--- src/lfs_consts.vh ---
// Purpose: Constants for the LED fault sequencer
// Assumes: 100 MHz system clock
// Notes: Times in their own unit, counts derived from them
`ifndef LFS_CONSTS_VH
`define LFS_CONSTS_VH
`define LFS_CLK_KHZ 100000
`define LFS_HICCUP_US 26500
`define LFS_HICCUP_CYC (`LFS_HICCUP_US * (`LFS_CLK_KHZ / 1000))
`define LFS_BLANK_US 3000
`define LFS_BLANK_CYC (`LFS_BLANK_US * (`LFS_CLK_KHZ / 1000))
`define LFS_DEF_FREQ_KHZ 350
`define LFS_DEF_DIV (`LFS_CLK_KHZ / `LFS_DEF_FREQ_KHZ)
`define LFS_OV_MASK 8'h01
`define LFS_OC_MASK 8'h02
`define LFS_UV_MASK 8'h1e
`define LFS_ILIM_MASK 8'h40
`define LFS_CNT_W 8
`define LFS_TMR_W 24
`endif

--- src/lfs_fault_seq.v ---
// Functional notes
// - Overvoltage: both drives off, flag on
// - Overvoltage: one mask cycle, then hiccup
// - Hiccup start discharges soft-start at once
// - Hiccup end releases discharge, restarts switching
// - LED overcurrent: after two cycles, hiccup
// - Output undervoltage: high off; thirty cycles, hiccup
// - Current limit ends low-side pulse each cycle
// - Current limit beyond 64 cycles: hiccup
// - Blank current limit, undervoltage 3 ms
// - Input undervoltage: both drives off, flag
// - Regulator undervoltage: low side off, flag
// - Restart only when both supplies good
// - Input restart soft-starts; regulator restart skips
// - Overtemperature: both off, flag, discharge, restart
// - High-side supply undervoltage: both off, restart
// - Faulted frequency pin: 350 kHz clock
// - Shorted compensation forces minimum duty
// - Flag asserted for every fault but per-cycle current limit, shorted compensation, faulted frequency pin
// - Blanking at start, wake, hiccup end
//
// Purpose: Fault protection sequencer for an LED converter
// Assumes: Fault inputs are asynchronous comparator levels
// Notes: Analog comparators and soft-start ramp are outside
`timescale 1ns/1ps
`include "lfs_consts.vh"
module lfs_fault_seq #(
  parameter HICCUP_CYC = `LFS_HICCUP_CYC,
  parameter BLANK_CYC = `LFS_BLANK_CYC
) (
  // Clock and reset
  input wire clk,
  input wire rst_b,
  // Switching clock sources
  input wire osc_tick,
  input wire freq_set_pin_fault,
  // Fault detectors
  input wire ov_fixed,
  input wire ov_prog,
  input wire led_oc,
  input wire out_uv,
  input wire sw_ilim,
  input wire input_supply_uv,
  input wire internal_5v_supply_uv,
  input wire over_temp,
  input wire hs_supply_uv,
  input wire comp_short,
  input wire wake,
  // Drive outputs
  output reg high_side_gate_drive_q,
  output reg low_side_gate_drive_q,
  output reg fault_flag_n_q,
  output reg soft_start_node_dis_q,
  output reg min_duty_q,
  output reg sw_tick_q
);
  // ----------------------------------------------------------
  // States
  // ----------------------------------------------------------
  localparam ST_RUN = 3'd0;
  localparam ST_MASK = 3'd1;
  localparam ST_HICCUP = 3'd2;
  localparam ST_WAIT = 3'd3;
  localparam ST_SUPPLY = 3'd4;

  // ----------------------------------------------------------
  // Input synchronisers
  // ----------------------------------------------------------
  localparam NIN = 12;
  wire [NIN-1:0] raw;
  reg [NIN-1:0] s1_q;
  reg [NIN-1:0] s2_q;
  assign raw = {wake, comp_short, freq_set_pin_fault, osc_tick,
                hs_supply_uv, over_temp, internal_5v_supply_uv,
                input_supply_uv, sw_ilim, out_uv, led_oc,
                ov_fixed | ov_prog};
  genvar gi;
  generate
    for (gi = 0; gi < NIN; gi = gi + 1) begin : g_sync
      always @(posedge clk or negedge rst_b) begin
        if (!rst_b) begin
          s1_q[gi] <= 1'b0;
          s2_q[gi] <= 1'b0;
        end else begin
          s1_q[gi] <= raw[gi];
          s2_q[gi] <= s1_q[gi];
        end
      end
    end
  endgenerate
  wire ov_s = s2_q[0];
  wire oc_s = s2_q[1];
  wire ouv_s = s2_q[2];
  wire ilim_s = s2_q[3];
  wire vin_uv_s = s2_q[4];
  wire internal_5v_supply_uv_s = s2_q[5];
  wire ot_s = s2_q[6];
  wire hs_uv_s = s2_q[7];
  wire osc_s = s2_q[8];
  wire oscf_s = s2_q[9];
  wire comp_s = s2_q[10];
  wire wake_s = s2_q[11];

  // ----------------------------------------------------------
  // Switching clock enable
  // ----------------------------------------------------------
  // Fallback divider keeps the fault counters alive without OSC
  reg osc_d1_q;
  reg [9:0] div_q;
  wire div_hit = (div_q == (`LFS_DEF_DIV - 1));
  always @(posedge clk or negedge rst_b) begin
    if (!rst_b) begin
      osc_d1_q <= 1'b0;
      div_q <= 10'h000;
      sw_tick_q <= 1'b0;
    end else begin
      osc_d1_q <= osc_s;
      div_q <= div_hit ? 10'h000 : div_q + 10'h001;
      if (oscf_s)
        sw_tick_q <= div_hit;
      else
        sw_tick_q <= osc_s && !osc_d1_q;
    end
  end

  // ----------------------------------------------------------
  // Blanking and hiccup timers
  // ----------------------------------------------------------
  reg [2:0] st_q;
  reg hic_load;
  reg blank_load;
  wire hic_busy;
  wire hic_done;
  wire blank_busy;
  lfs_timer u_hic (
    .clk(clk),
    .rst_b(rst_b),
    .load(hic_load),
    .len(HICCUP_CYC[`LFS_TMR_W-1:0]),
    .busy(hic_busy),
    .done_q(hic_done)
  );
  lfs_timer u_blank (
    .clk(clk),
    .rst_b(rst_b),
    .load(blank_load),
    .len(BLANK_CYC[`LFS_TMR_W-1:0]),
    .busy(blank_busy),
    .done_q()
  );

  // ----------------------------------------------------------
  // Fault-mask counters
  // ----------------------------------------------------------
  wire run = (st_q == ST_RUN);
  wire ov_hit;
  wire oc_hit;
  wire ouv_hit;
  wire ilim_hit;
  lfs_fault_cnt u_ov (
    .clk(clk), .rst_b(rst_b), .sw_tick(sw_tick_q),
    .fault(1'b1), .clear(st_q != ST_MASK),
    .limit(`LFS_OV_MASK), .hit_q(ov_hit)
  );
  lfs_fault_cnt u_oc (
    .clk(clk), .rst_b(rst_b), .sw_tick(sw_tick_q),
    .fault(oc_s), .clear(!run || blank_busy),
    .limit(`LFS_OC_MASK), .hit_q(oc_hit)
  );
  lfs_fault_cnt u_ouv (
    .clk(clk), .rst_b(rst_b), .sw_tick(sw_tick_q),
    .fault(ouv_s), .clear(!run || blank_busy),
    .limit(`LFS_UV_MASK), .hit_q(ouv_hit)
  );
  lfs_fault_cnt u_ilim (
    .clk(clk), .rst_b(rst_b), .sw_tick(sw_tick_q),
    .fault(ilim_s), .clear(!run || blank_busy),
    .limit(`LFS_ILIM_MASK), .hit_q(ilim_hit)
  );
  // Limit 0x40 trips on the 64th tick; one more gives "more than"
  reg ilim_hit_q;
  always @(posedge clk or negedge rst_b) begin
    if (!rst_b)
      ilim_hit_q <= 1'b0;
    else if (!ilim_hit)
      ilim_hit_q <= 1'b0;
    else if (sw_tick_q && ilim_s)
      ilim_hit_q <= 1'b1;
  end

  // ----------------------------------------------------------
  // Cycle-by-cycle current limit
  // ----------------------------------------------------------
  // Cut holds to the next tick; a limit in the tick cycle wins
  reg ilim_cut_q;
  wire ilim_live = ilim_s && !blank_busy;
  always @(posedge clk or negedge rst_b) begin
    if (!rst_b)
      ilim_cut_q <= 1'b0;
    else if (ilim_live)
      ilim_cut_q <= 1'b1;
    else if (sw_tick_q)
      ilim_cut_q <= 1'b0;
  end

  // One blanking window per wake, however long the pin stays high
  reg wake_d1_q;
  wire wake_rise = wake_s && !wake_d1_q;
  always @(posedge clk or negedge rst_b) begin
    if (!rst_b)
      wake_d1_q <= 1'b0;
    else
      wake_d1_q <= wake_s;
  end

  // ----------------------------------------------------------
  // Sequencer
  // ----------------------------------------------------------
  wire supply_bad = vin_uv_s || internal_5v_supply_uv_s || hs_uv_s || ot_s;
  wire ouv_live = ouv_s && run && !blank_busy;
  wire any_fault = ov_s || supply_bad || ouv_live ||
                   (oc_s && run && !blank_busy);
  // These also take the high side, unlike a bare regulator dip
  wire hs_off_fault = vin_uv_s || hs_uv_s || ot_s;
  reg [2:0] st_d;
  reg hs_d;
  reg ls_d;
  reg flag_n_d;
  reg dis_d;
  always @* begin
    st_d = st_q;
    hs_d = high_side_gate_drive_q;
    ls_d = low_side_gate_drive_q;
    flag_n_d = fault_flag_n_q;
    dis_d = soft_start_node_dis_q;
    hic_load = 1'b0;
    blank_load = 1'b0;
    case (st_q)
      ST_RUN: begin
        hs_d = 1'b1;
        ls_d = !(ilim_live || ilim_cut_q);
        flag_n_d = 1'b1;
        dis_d = 1'b0;
        if (ov_s) begin
          st_d = ST_MASK;
          hs_d = 1'b0;
          ls_d = 1'b0;
          flag_n_d = 1'b0;
        end else if (oc_hit || ilim_hit_q || ouv_hit) begin
          st_d = ST_HICCUP;
          hs_d = 1'b0;
          ls_d = 1'b0;
          flag_n_d = 1'b0;
          dis_d = 1'b1;
          hic_load = 1'b1;
        end else if (ouv_live) begin
          hs_d = 1'b0;
          flag_n_d = 1'b0;
        end
      end
      ST_MASK: begin
        if (ov_hit) begin
          st_d = ST_HICCUP;
          dis_d = 1'b1;
          hic_load = 1'b1;
        end
      end
      ST_HICCUP: begin
        if (hic_done) begin
          dis_d = 1'b0;
          blank_load = 1'b1;
          if (any_fault) begin
            st_d = ST_WAIT;
          end else begin
            st_d = ST_RUN;
            hs_d = 1'b1;
            ls_d = 1'b1;
            flag_n_d = 1'b1;
          end
        end
      end
      ST_WAIT: begin
        // Restart held off while overvoltage or a supply fault still stands
        if (!any_fault) begin
          st_d = ST_RUN;
          flag_n_d = 1'b1;
        end
      end
      ST_SUPPLY: begin
        hs_d = high_side_gate_drive_q && !hs_off_fault && !ov_s;
        flag_n_d = 1'b0;
        if (hs_off_fault)
          dis_d = 1'b1;
        if (!supply_bad && ov_s) begin
          // Overvoltage met while parked still earns its hiccup
          st_d = ST_MASK;
          hs_d = 1'b0;
          ls_d = 1'b0;
        end else if (!supply_bad) begin
          st_d = ST_RUN;
          dis_d = 1'b0;
          blank_load = 1'b1;
          flag_n_d = 1'b1;
        end
      end
      default: begin
        st_d = ST_HICCUP;
        hic_load = 1'b1;
      end
    endcase
    if (wake_rise && run)
      blank_load = 1'b1;
    // Supply and thermal faults pre-empt every other state
    if (supply_bad && (st_q != ST_SUPPLY)) begin
      st_d = ST_SUPPLY;
      ls_d = 1'b0;
      hs_d = high_side_gate_drive_q && !hs_off_fault && !ov_s;
      flag_n_d = 1'b0;
      dis_d = soft_start_node_dis_q || hs_off_fault;
      hic_load = 1'b0;
      blank_load = 1'b0;
    end
  end

  // ----------------------------------------------------------
  // Output registers
  // ----------------------------------------------------------
  always @(posedge clk or negedge rst_b) begin
    if (!rst_b) begin
      st_q <= ST_SUPPLY;
      high_side_gate_drive_q <= 1'b0;
      low_side_gate_drive_q <= 1'b0;
      fault_flag_n_q <= 1'b1;
      soft_start_node_dis_q <= 1'b1;
      min_duty_q <= 1'b0;
    end else begin
      st_q <= st_d;
      high_side_gate_drive_q <= hs_d;
      low_side_gate_drive_q <= ls_d;
      fault_flag_n_q <= flag_n_d;
      soft_start_node_dis_q <= dis_d;
      min_duty_q <= comp_s;
    end
  end
endmodule

--- src/lfs_fault_cnt.v ---
// Purpose: Fault-mask counter on the switching clock enable
// Assumes: fault and clear are synchronous
// Notes: Hit once count exceeds limit-1 qualifying cycles
`timescale 1ns/1ps
`include "lfs_consts.vh"
module lfs_fault_cnt (
  // Clock and reset
  input wire clk,
  input wire rst_b,
  // Control
  input wire sw_tick,
  input wire fault,
  input wire clear,
  input wire [`LFS_CNT_W-1:0] limit,
  // Result
  output reg hit_q
);
  reg [`LFS_CNT_W-1:0] cnt_q;

  always @(posedge clk or negedge rst_b) begin
    if (!rst_b) begin
      cnt_q <= 8'h00;
      hit_q <= 1'b0;
    end else if (clear || !fault) begin
      cnt_q <= 8'h00;
      hit_q <= 1'b0;
    end else if (sw_tick && !hit_q) begin
      if (cnt_q + 8'h01 >= limit)
        hit_q <= 1'b1;
      cnt_q <= cnt_q + 8'h01;
    end
  end
endmodule

--- src/lfs_timer.v ---
// Purpose: Load-and-run down counter
// Assumes: One clock domain
// Notes: done pulses one cycle when the count reaches zero
`timescale 1ns/1ps
`include "lfs_consts.vh"
module lfs_timer (
  // Clock and reset
  input wire clk,
  input wire rst_b,
  // Control
  input wire load,
  input wire [`LFS_TMR_W-1:0] len,
  // Status
  output wire busy,
  output reg done_q
);
  reg [`LFS_TMR_W-1:0] cnt_q;

  assign busy = (cnt_q != 24'h000000);

  always @(posedge clk or negedge rst_b) begin
    if (!rst_b) begin
      cnt_q <= 24'h000000;
      done_q <= 1'b0;
    end else begin
      done_q <= (cnt_q == 24'h000001) && !load;
      if (load)
        cnt_q <= len;
      else if (busy)
        cnt_q <= cnt_q - 24'h000001;
    end
  end
endmodule

--- config.mk ---
export PLATFORM = sky130hd
export DESIGN_NAME = lfs_fault_seq
export DESIGN_NICKNAME = d
export VERILOG_FILES = /design/src/lfs_fault_seq.v /design/src/lfs_fault_cnt.v /design/src/lfs_timer.v
export VERILOG_INCLUDE_DIRS = /design/src
export SDC_FILE = /design/constraint.sdc
export NUM_CORES = 1
export LEC_CHECK = 0
export ABC_AREA = 1
export BUFFER_PORTS_ARGS = -buffer_cell sky130_fd_sc_hd__buf_4
export CAP_MARGIN = 20
export CORE_AREA = 2 2 119 121
export CTS_CLUSTER_DIAMETER = 100
export DETAILED_ROUTE_END_ITERATION = 12
export DIE_AREA = 0 0 121 123
export MAX_ROUTING_LAYER = met4
export PLACE_DENSITY = 0.74
export SLEW_MARGIN = 20
export SYNTH_ARGS = -nofsm -noshare
export SYNTH_HDL_FRONTEND = slang
export SYNTH_SLANG_ARGS = --single-unit
--- constraint.sdc ---
create_clock -name clk -period 1.7 [get_ports clk]
set_input_delay 0.34 -clock clk [delete_from_list [all_inputs] [get_ports clk]]
set_output_delay 0.34 -clock clk [all_outputs]
set_load 0.03 [all_outputs]
==> run_results.csv, run 1 <==
group,metric,value,unit
floorplan,num_io_pins,21,
layout,finalCoreUtilization,0.631,
floorplan,initial_core_util,0.492,
detailed_routing,via_per_inst,5.07,
floorplan,die-area,14900,um2
power,combPwrFrac,0.272,
run,drv_cap,0,
detailed_routing,ant_nets,0,
clock_tree,clkTransAtPathRegs,0.06,ns
layout,final_cell_mix,"nand2_1 (134), dfrtp_1 (126), inv_1 (98)",
power,total_leakage_power,4.14,nW
sta,fin_worst_skew,0.00883,ns
sta,setup_violations,0,
critical_path,crit_arrival,1.99,ns
synthesis,yosysWarnings,0,
synthesis,synthFlopType,"dfrtp_1",
floorplan,core,13600,um2
critical_path,worstSetupPathType,"flop to flop",
critical_path,crit_path_max_fanout,4,
layout,post-route-cell-area,8590,um2
sta,slew_viol_final,0,
layout,layout-drive-gt1-share,0.264,
global_routing,antenna_found_initial,0,
detailed_routing,drtIter0Drc,357,
critical_path,end_kind,"flop",
place,post-dp-hpwl,9960,um
detailed_routing,drt-wirelength-per-cell,13.5,um
power,p_seq_frac,0.376,
global_routing,grt.total_usage,0.212,
layout,area_growth,28.4,%
power,power.density,1230,nW/um2
outcome,run_status,"finished, final reports clean",
sta,fin_crit,1.70,ns
clock_tree,clkLatencyLatePin,0.42,ns
floorplan,die_w,121,um
sta,relSlewSlack,0.637,
sta,tightest_slew,0.540,ns
sta,timing.fmax,589,MHz
sta,finalCritPeriodShare,0.999,
synthesis,synthDistinctLibCells,41,
clock_tree,clock_sinks,132,
global_routing,grt-ovfl-total,0,
layout,fill_cells,1046,
detailed_routing,vias,5594,
power,power,0.0106,W
clock_tree,cts_buffers,17,
floorplan,row_count,43,
global_routing,first_global_vias,5454,
sta,hold_viol,0,
detailed_routing,dr.pass1.iters,5,
global_routing,grt_pass1_wl,24400,um
global_routing,grt_max_degree,40,
critical_path,worst_setup_path_start_kind,"flop",
place,gp_congestion,0.939,
floorplan,die_h,123,um
synthesis,synthArstFlopShare,1.00,
layout,antenna_cells,0,
power,clkPwrFrac,0.352,
power,p_sw_frac,0.327,
synthesis,seq_area_frac_synth,0.494,
clock_tree,clk_path_buf_depth,2,
synthesis,synth_edf_count,0,
power,power.internal,0.00711,W
power,p_sw,0.00346,W
layout,final_common_cell,"nand2_1",
critical_path,cp_data_required_time,1.99,ns
sta,rsz0062_at_grt,"true",
sta,tns,0,ns
clock_tree,cts_tree,"yes",
synthesis,synthCells,789,
place,placed_area,7530,um2
worst_hold_path,hold_path.class,"input port to flop",
power,vdd_ir_drop_max,0.00105,V
synthesis,ys_ff_latch,132,
synthesis,synth.net_count,817,
clock_tree,root_buffer,"clkbuf_16",
synthesis,syn_area,6690,um2
detailed_routing,drc_errors,0,
layout,fin_nets,939,
clock_tree,h-tree-depth,4,
place,port_buffers,20,
synthesis,syn_area_per_cell,8.48,um2
detailed_routing,drt_wl_total,14900,um
## per-stage QoR
| step | setup WS [ns] | cells | hold WS, ns |
|---|---|---|---|
| 2_1_floorplan | 0.0438 | 789 | 0.0444 |
| 3_3_place_gp | 0.00268 | 1048 | 0.267 |
| 3_5_place_dp | -0.0347 | 1048 | 0.267 |
| 4_1_cts | -0.00225 | 1082 | 0.00768 |
| 5_1_grt | -0.138 | 1104 | 0.00472 |
| 6_report | 0.00187 | 1104 | 0.0236 |
## final timing paths
check | from | to | slack (ns) | cells after the start
worst max-delay path | u_blank.cnt_q[1] | u_blank.cnt_q[19] | 0.002 | 9
worst min-delay path | freq_set_pin_fault | s1_q[9] | 0.02 | 1
worst max register to register | u_blank.cnt_q[1] | u_blank.cnt_q[19] | 0.002 | 9
worst min register to register | s1_q[9] | oscf_s | 0.35 | 0
max in group asynchronous | rst_b | u_hic.cnt_q[11] | 0.71 | 3
min in group asynchronous | rst_b | u_ilim.cnt_q[4] | 0.39 | 2
## flip-flops by register name, summed over array words and instances (netlist names), 3 cells and up
register and cells:
u_blank.cnt_q 24, u_hic.cnt_q 24, s1_q 12, div_q 10, u_ilim.cnt_q 8, u_oc.cnt_q 8, u_ouv.cnt_q 8, u_ov.cnt_q 8
st_q 3
## synth_stat cells, types with 5 or more instances
master	count	area [um2]
a21oi_1	19	95.1
dfrtp_1	129	3230
ha_1	13	163
inv_1	110	413
inv_2	7	26.3
nand2_1	149	559
nand2_4	5	56.3
nand3_1	46	230
nand3b_1	6	45.0
nand4_1	16	100
nor2_1	104	390
nor2_2	9	56.3
nor2_4	6	67.6
nor3_1	18	90.1
o211ai_1	9	67.6
o21ai_0	41	205
o21ai_1	12	60.1
o22ai_1	7	43.8
xnor2_1	11	96.3
xor2_1	35	307
## critical path: stages (launching register included)
cell and delay (ns):
dfrtp_1 0.40, inv_1 0.11, ha_4 0.15, nand2_4 0.07, nor2_4 0.14, nand3_2 0.14, nand4_1 0.24, nor2_1 0.10
o21ai_0 0.15, a21oi_1 0.06
## cell families (layout without fill, tap and decap cells)
kind of cell / Yosys count / after routing / share of synthesized area
flip-flops: 132 / 132 / 0.494
buffers and inverters: 120 / 253 / 0.0690
XOR/XNOR: 46 / 46 / 0.0602
AO/OA/AOI/OAI: 97 / 97 / 0.0815
AND/OR/NAND/NOR: 381 / 383 / 0.271
adder cells (fa/ha/maj): 13 / 13 / 0.0243
## final cells by class
class / instances / area, um2 / share of cell area
clock buffers: 18 / 429 / 0.0499
clock inverters: 14 / 175 / 0.0204
inverters: 118 / 460 / 0.0536
multi-input cells: 539 / 3190 / 0.371
flip-flops and latches: 132 / 3310 / 0.385
well taps: 180 / 225 / 0.0262
repair buffers: 103 / 803 / 0.0935
## per-layer routing
layer,vias up,GRT usage,wire length [um]
met5,-,-,0
met3,20,0.0420,547
li1,2788,-,-
met1,2681,0.268,6610
met2,105,0.340,7510
met4,0,0.0828,187
## what timing repair did
item,CTS,global route
setup buffers,1,20
hold buffers,1,0
pin swaps,0,27
setup endpoints to repair,18,70
hold endpoints to repair,32,0
resized for setup,7,84
cloned,0,2
## power groups by stage
stage	registers [W]	clock network (W)	logic, W
2_1_floorplan	0.00394	0	0.00145
3_3_place_gp	0.00393	0	0.00235
3_5_place_dp	0.00393	0	0.00238
4_1_cts	0.00390	0.00380	0.00244
5_1_grt	0.00402	0.00395	0.00321
6_report	0.00397	0.00372	0.00287
No activity file was read; power rests on OpenSTA's default activity.
==> run 2, diff against run 1 <==
==> constraint.sdc (replaced) <==
create_clock -name clk -period 1.7 [get_ports clk]
set_input_delay 0 -clock clk [delete_from_list [all_inputs] [get_ports clk]]
set_output_delay 0 -clock clk [all_outputs]
set_load 0.03 [all_outputs]
==> run_results.csv, run 2 (same netlist as run 1, synthesis figures left out) <==
group,metric,value,unit
outcome,run_status,"finished, final reports clean",
detailed_routing,vias,5659,
global_routing,first_global_vias,5502,
clock_tree,clkLatencyLatePin,0.42,ns
global_routing,grt-ovfl-total,0,
critical_path,cpMaxStageDelayCell,"dfrtp_1",
layout,post-route-cell-area,8720,um2
critical_path,crit_path_max_fanout,5,
worst_hold_path,hold_path.class,"input port to asynchronous set/reset pin",
clock_tree,clkTransAtPathRegs,0.06,ns
critical_path,worst-path-buf-inv,0,
sta,whs,0.0557,ns
detailed_routing,drtIter0Drc,321,
global_routing,grt.total_usage,0.225,
detailed_routing,drt-wirelength-per-cell,14.1,um
place,port_buffers,20,
detailed_routing,drt_wl_total,15700,um
sta,fin_worst_skew,0.00723,ns
layout,fill_cells,1035,
floorplan,row_count,43,
critical_path,crit_path_start,"u_blank.cnt_q[10]",
layout,area_growth,30.3,%
layout,final_common_cell,"nand2_1",
clock_tree,clock_sinks,132,
place,dpl.cell_count,1045,
layout,fin_cells,1113,
layout,antenna_cells,0,
critical_path,end_kind,"flop",
sta,timing.fmax,594,MHz
run,drv_cap,0,
global_routing,met3_usage,0.0415,
place,post-dp-hpwl,9770,um
critical_path,crit_arrival,2.02,ns
layout,fin_nets,948,
global_routing,use_met2,0.364,
sta,relSlewSlack,0.620,
layout,final_cell_mix,"nand2_1 (134), dfrtp_1 (127), inv_1 (98)",
power,total_leakage_power,4.14,nW
floorplan,die_h,123,um
sta,fin_crit,1.68,ns
layout,layout-drive-gt1-share,0.259,
place,gp_congestion,0.933,
floorplan,initial_core_util,0.492,
sta,slew_viol_final,0,
global_routing,grt.busiest_layer,"met2",
critical_path,rr_worst_depth,9,
sta,tightest_slew,0.566,ns
floorplan,core,13600,um2
clock_tree,cts_buffers,17,
sta,finalCritPeriodShare,0.990,
detailed_routing,via_per_inst,5.08,
layout,multi_input_area,3200,um2
sta,setup_violations,0,
critical_path,cpPeakStageDelay,0.43,ns
place,placed_area,7500,um2
sta,rsz0062_at_grt,"true",
critical_path,path_depth,9,
detailed_routing,drc_errors,0,
clock_tree,cts_tree,"yes",
floorplan,die_w,121,um
floorplan,num_io_pins,21,
global_routing,grt_use_met1,0.284,
power,vdd_ir_drop_max,0.00126,V
critical_path,worst_setup_path_start_kind,"flop",
critical_path,rr_startpoint,"u_blank.cnt_q[10]",
global_routing,grt_max_degree,44,
critical_path,worstSetupPathType,"flop to flop",
critical_path,cp_data_required_time,2.04,ns
power,power.density,1240,nW/um2
layout,top_regs,"u_blank.cnt_q: 24 flops, u_hic.cnt_q: 24 flops, s1_q: 12 flops",
clock_tree,root_buffer,"clkbuf_16",
detailed_routing,dr.pass1.iters,5,
critical_path,crit_top_cell,"nor2_8",
detailed_routing,ant_nets,0,
floorplan,die-area,14900,um2
critical_path,critical-path-top-delay-family,"simple AND/OR/NAND/NOR gates",
sta,hold_viol,0,
clock_tree,h-tree-depth,4,
critical_path,crit_chain,"nor2_2, nand2_2, nor2_4, nand3b_4, nor2_8, nand2_4, nor2_8, nand3b_1, o21ai_1",
global_routing,grt_pass1_wl,25600,um
clock_tree,clk_path_buf_depth,2,
global_routing,antenna_found_initial,0,
layout,seq_area,3310,um2
run 2: per-stage QoR:
step           power, W  setup TNS (ns)   util  worst slack (ns)
6_report         0.0108               0  0.641            0.0165
5_1_grt          0.0114           -1.24  0.641           -0.0832
2_1_floorplan   0.00539               0      -            0.0438
3_5_place_dp    0.00630         -0.0468  0.551           -0.0300
4_1_cts          0.0104               0  0.613          0.000218
3_3_place_gp    0.00626         -0.0122  0.551           -0.0122
run 2: area by class of cell:
type	count	share of cell area
multi-input cells	540	0.366
repair inverters	1	0.000717
clock inverters	14	0.0229
repair buffers	110	0.102
well taps	180	0.0258
inverters	118	0.0522
clock buffers	18	0.0503
flip-flops and latches	132	0.379
run 2: repair_timing:
| item | in CTS | in global routing |
|---|---|---|
| pin swaps | 3 | 30 |
| hold buffers | 14 | 0 |
| resized for setup | 13 | 84 |
| gates cloned | 1 | 3 |
| endpoints found under the hold margin | 141 | 0 |
| endpoints found under the setup margin | 32 | 76 |
| buffers inserted | 3 | 15 |
run 2: power breakdown:
group | switching (W) | internal, W
Combinational | 0.00166 | 0.00120
Sequential | 0.000396 | 0.00357
Clock | 0.00145 | 0.00251
run 2: worst paths after layout:
| kind | endpoint | slack (ns) |
|---|---|---|
| max | u_ouv.cnt_q[5] | 0.02 |
| min | u_oc.cnt_q[0] | 0.06 |
| max reg2reg | u_ouv.cnt_q[5] | 0.02 |
| min reg2reg | ouv_s | 0.35 |
| max in group asynchronous | fault_flag_n_q | 1.00 |
| min in group clk | s1_q[7] | 0.23 |
run 2: metal layers:
metal / wire length [um] / vias up
li1: - / 2817
met1: 6920 / 2694
met2: 7980 / 123
met3: 515 / 25
met4: 244 / 0
met5: 0 / -
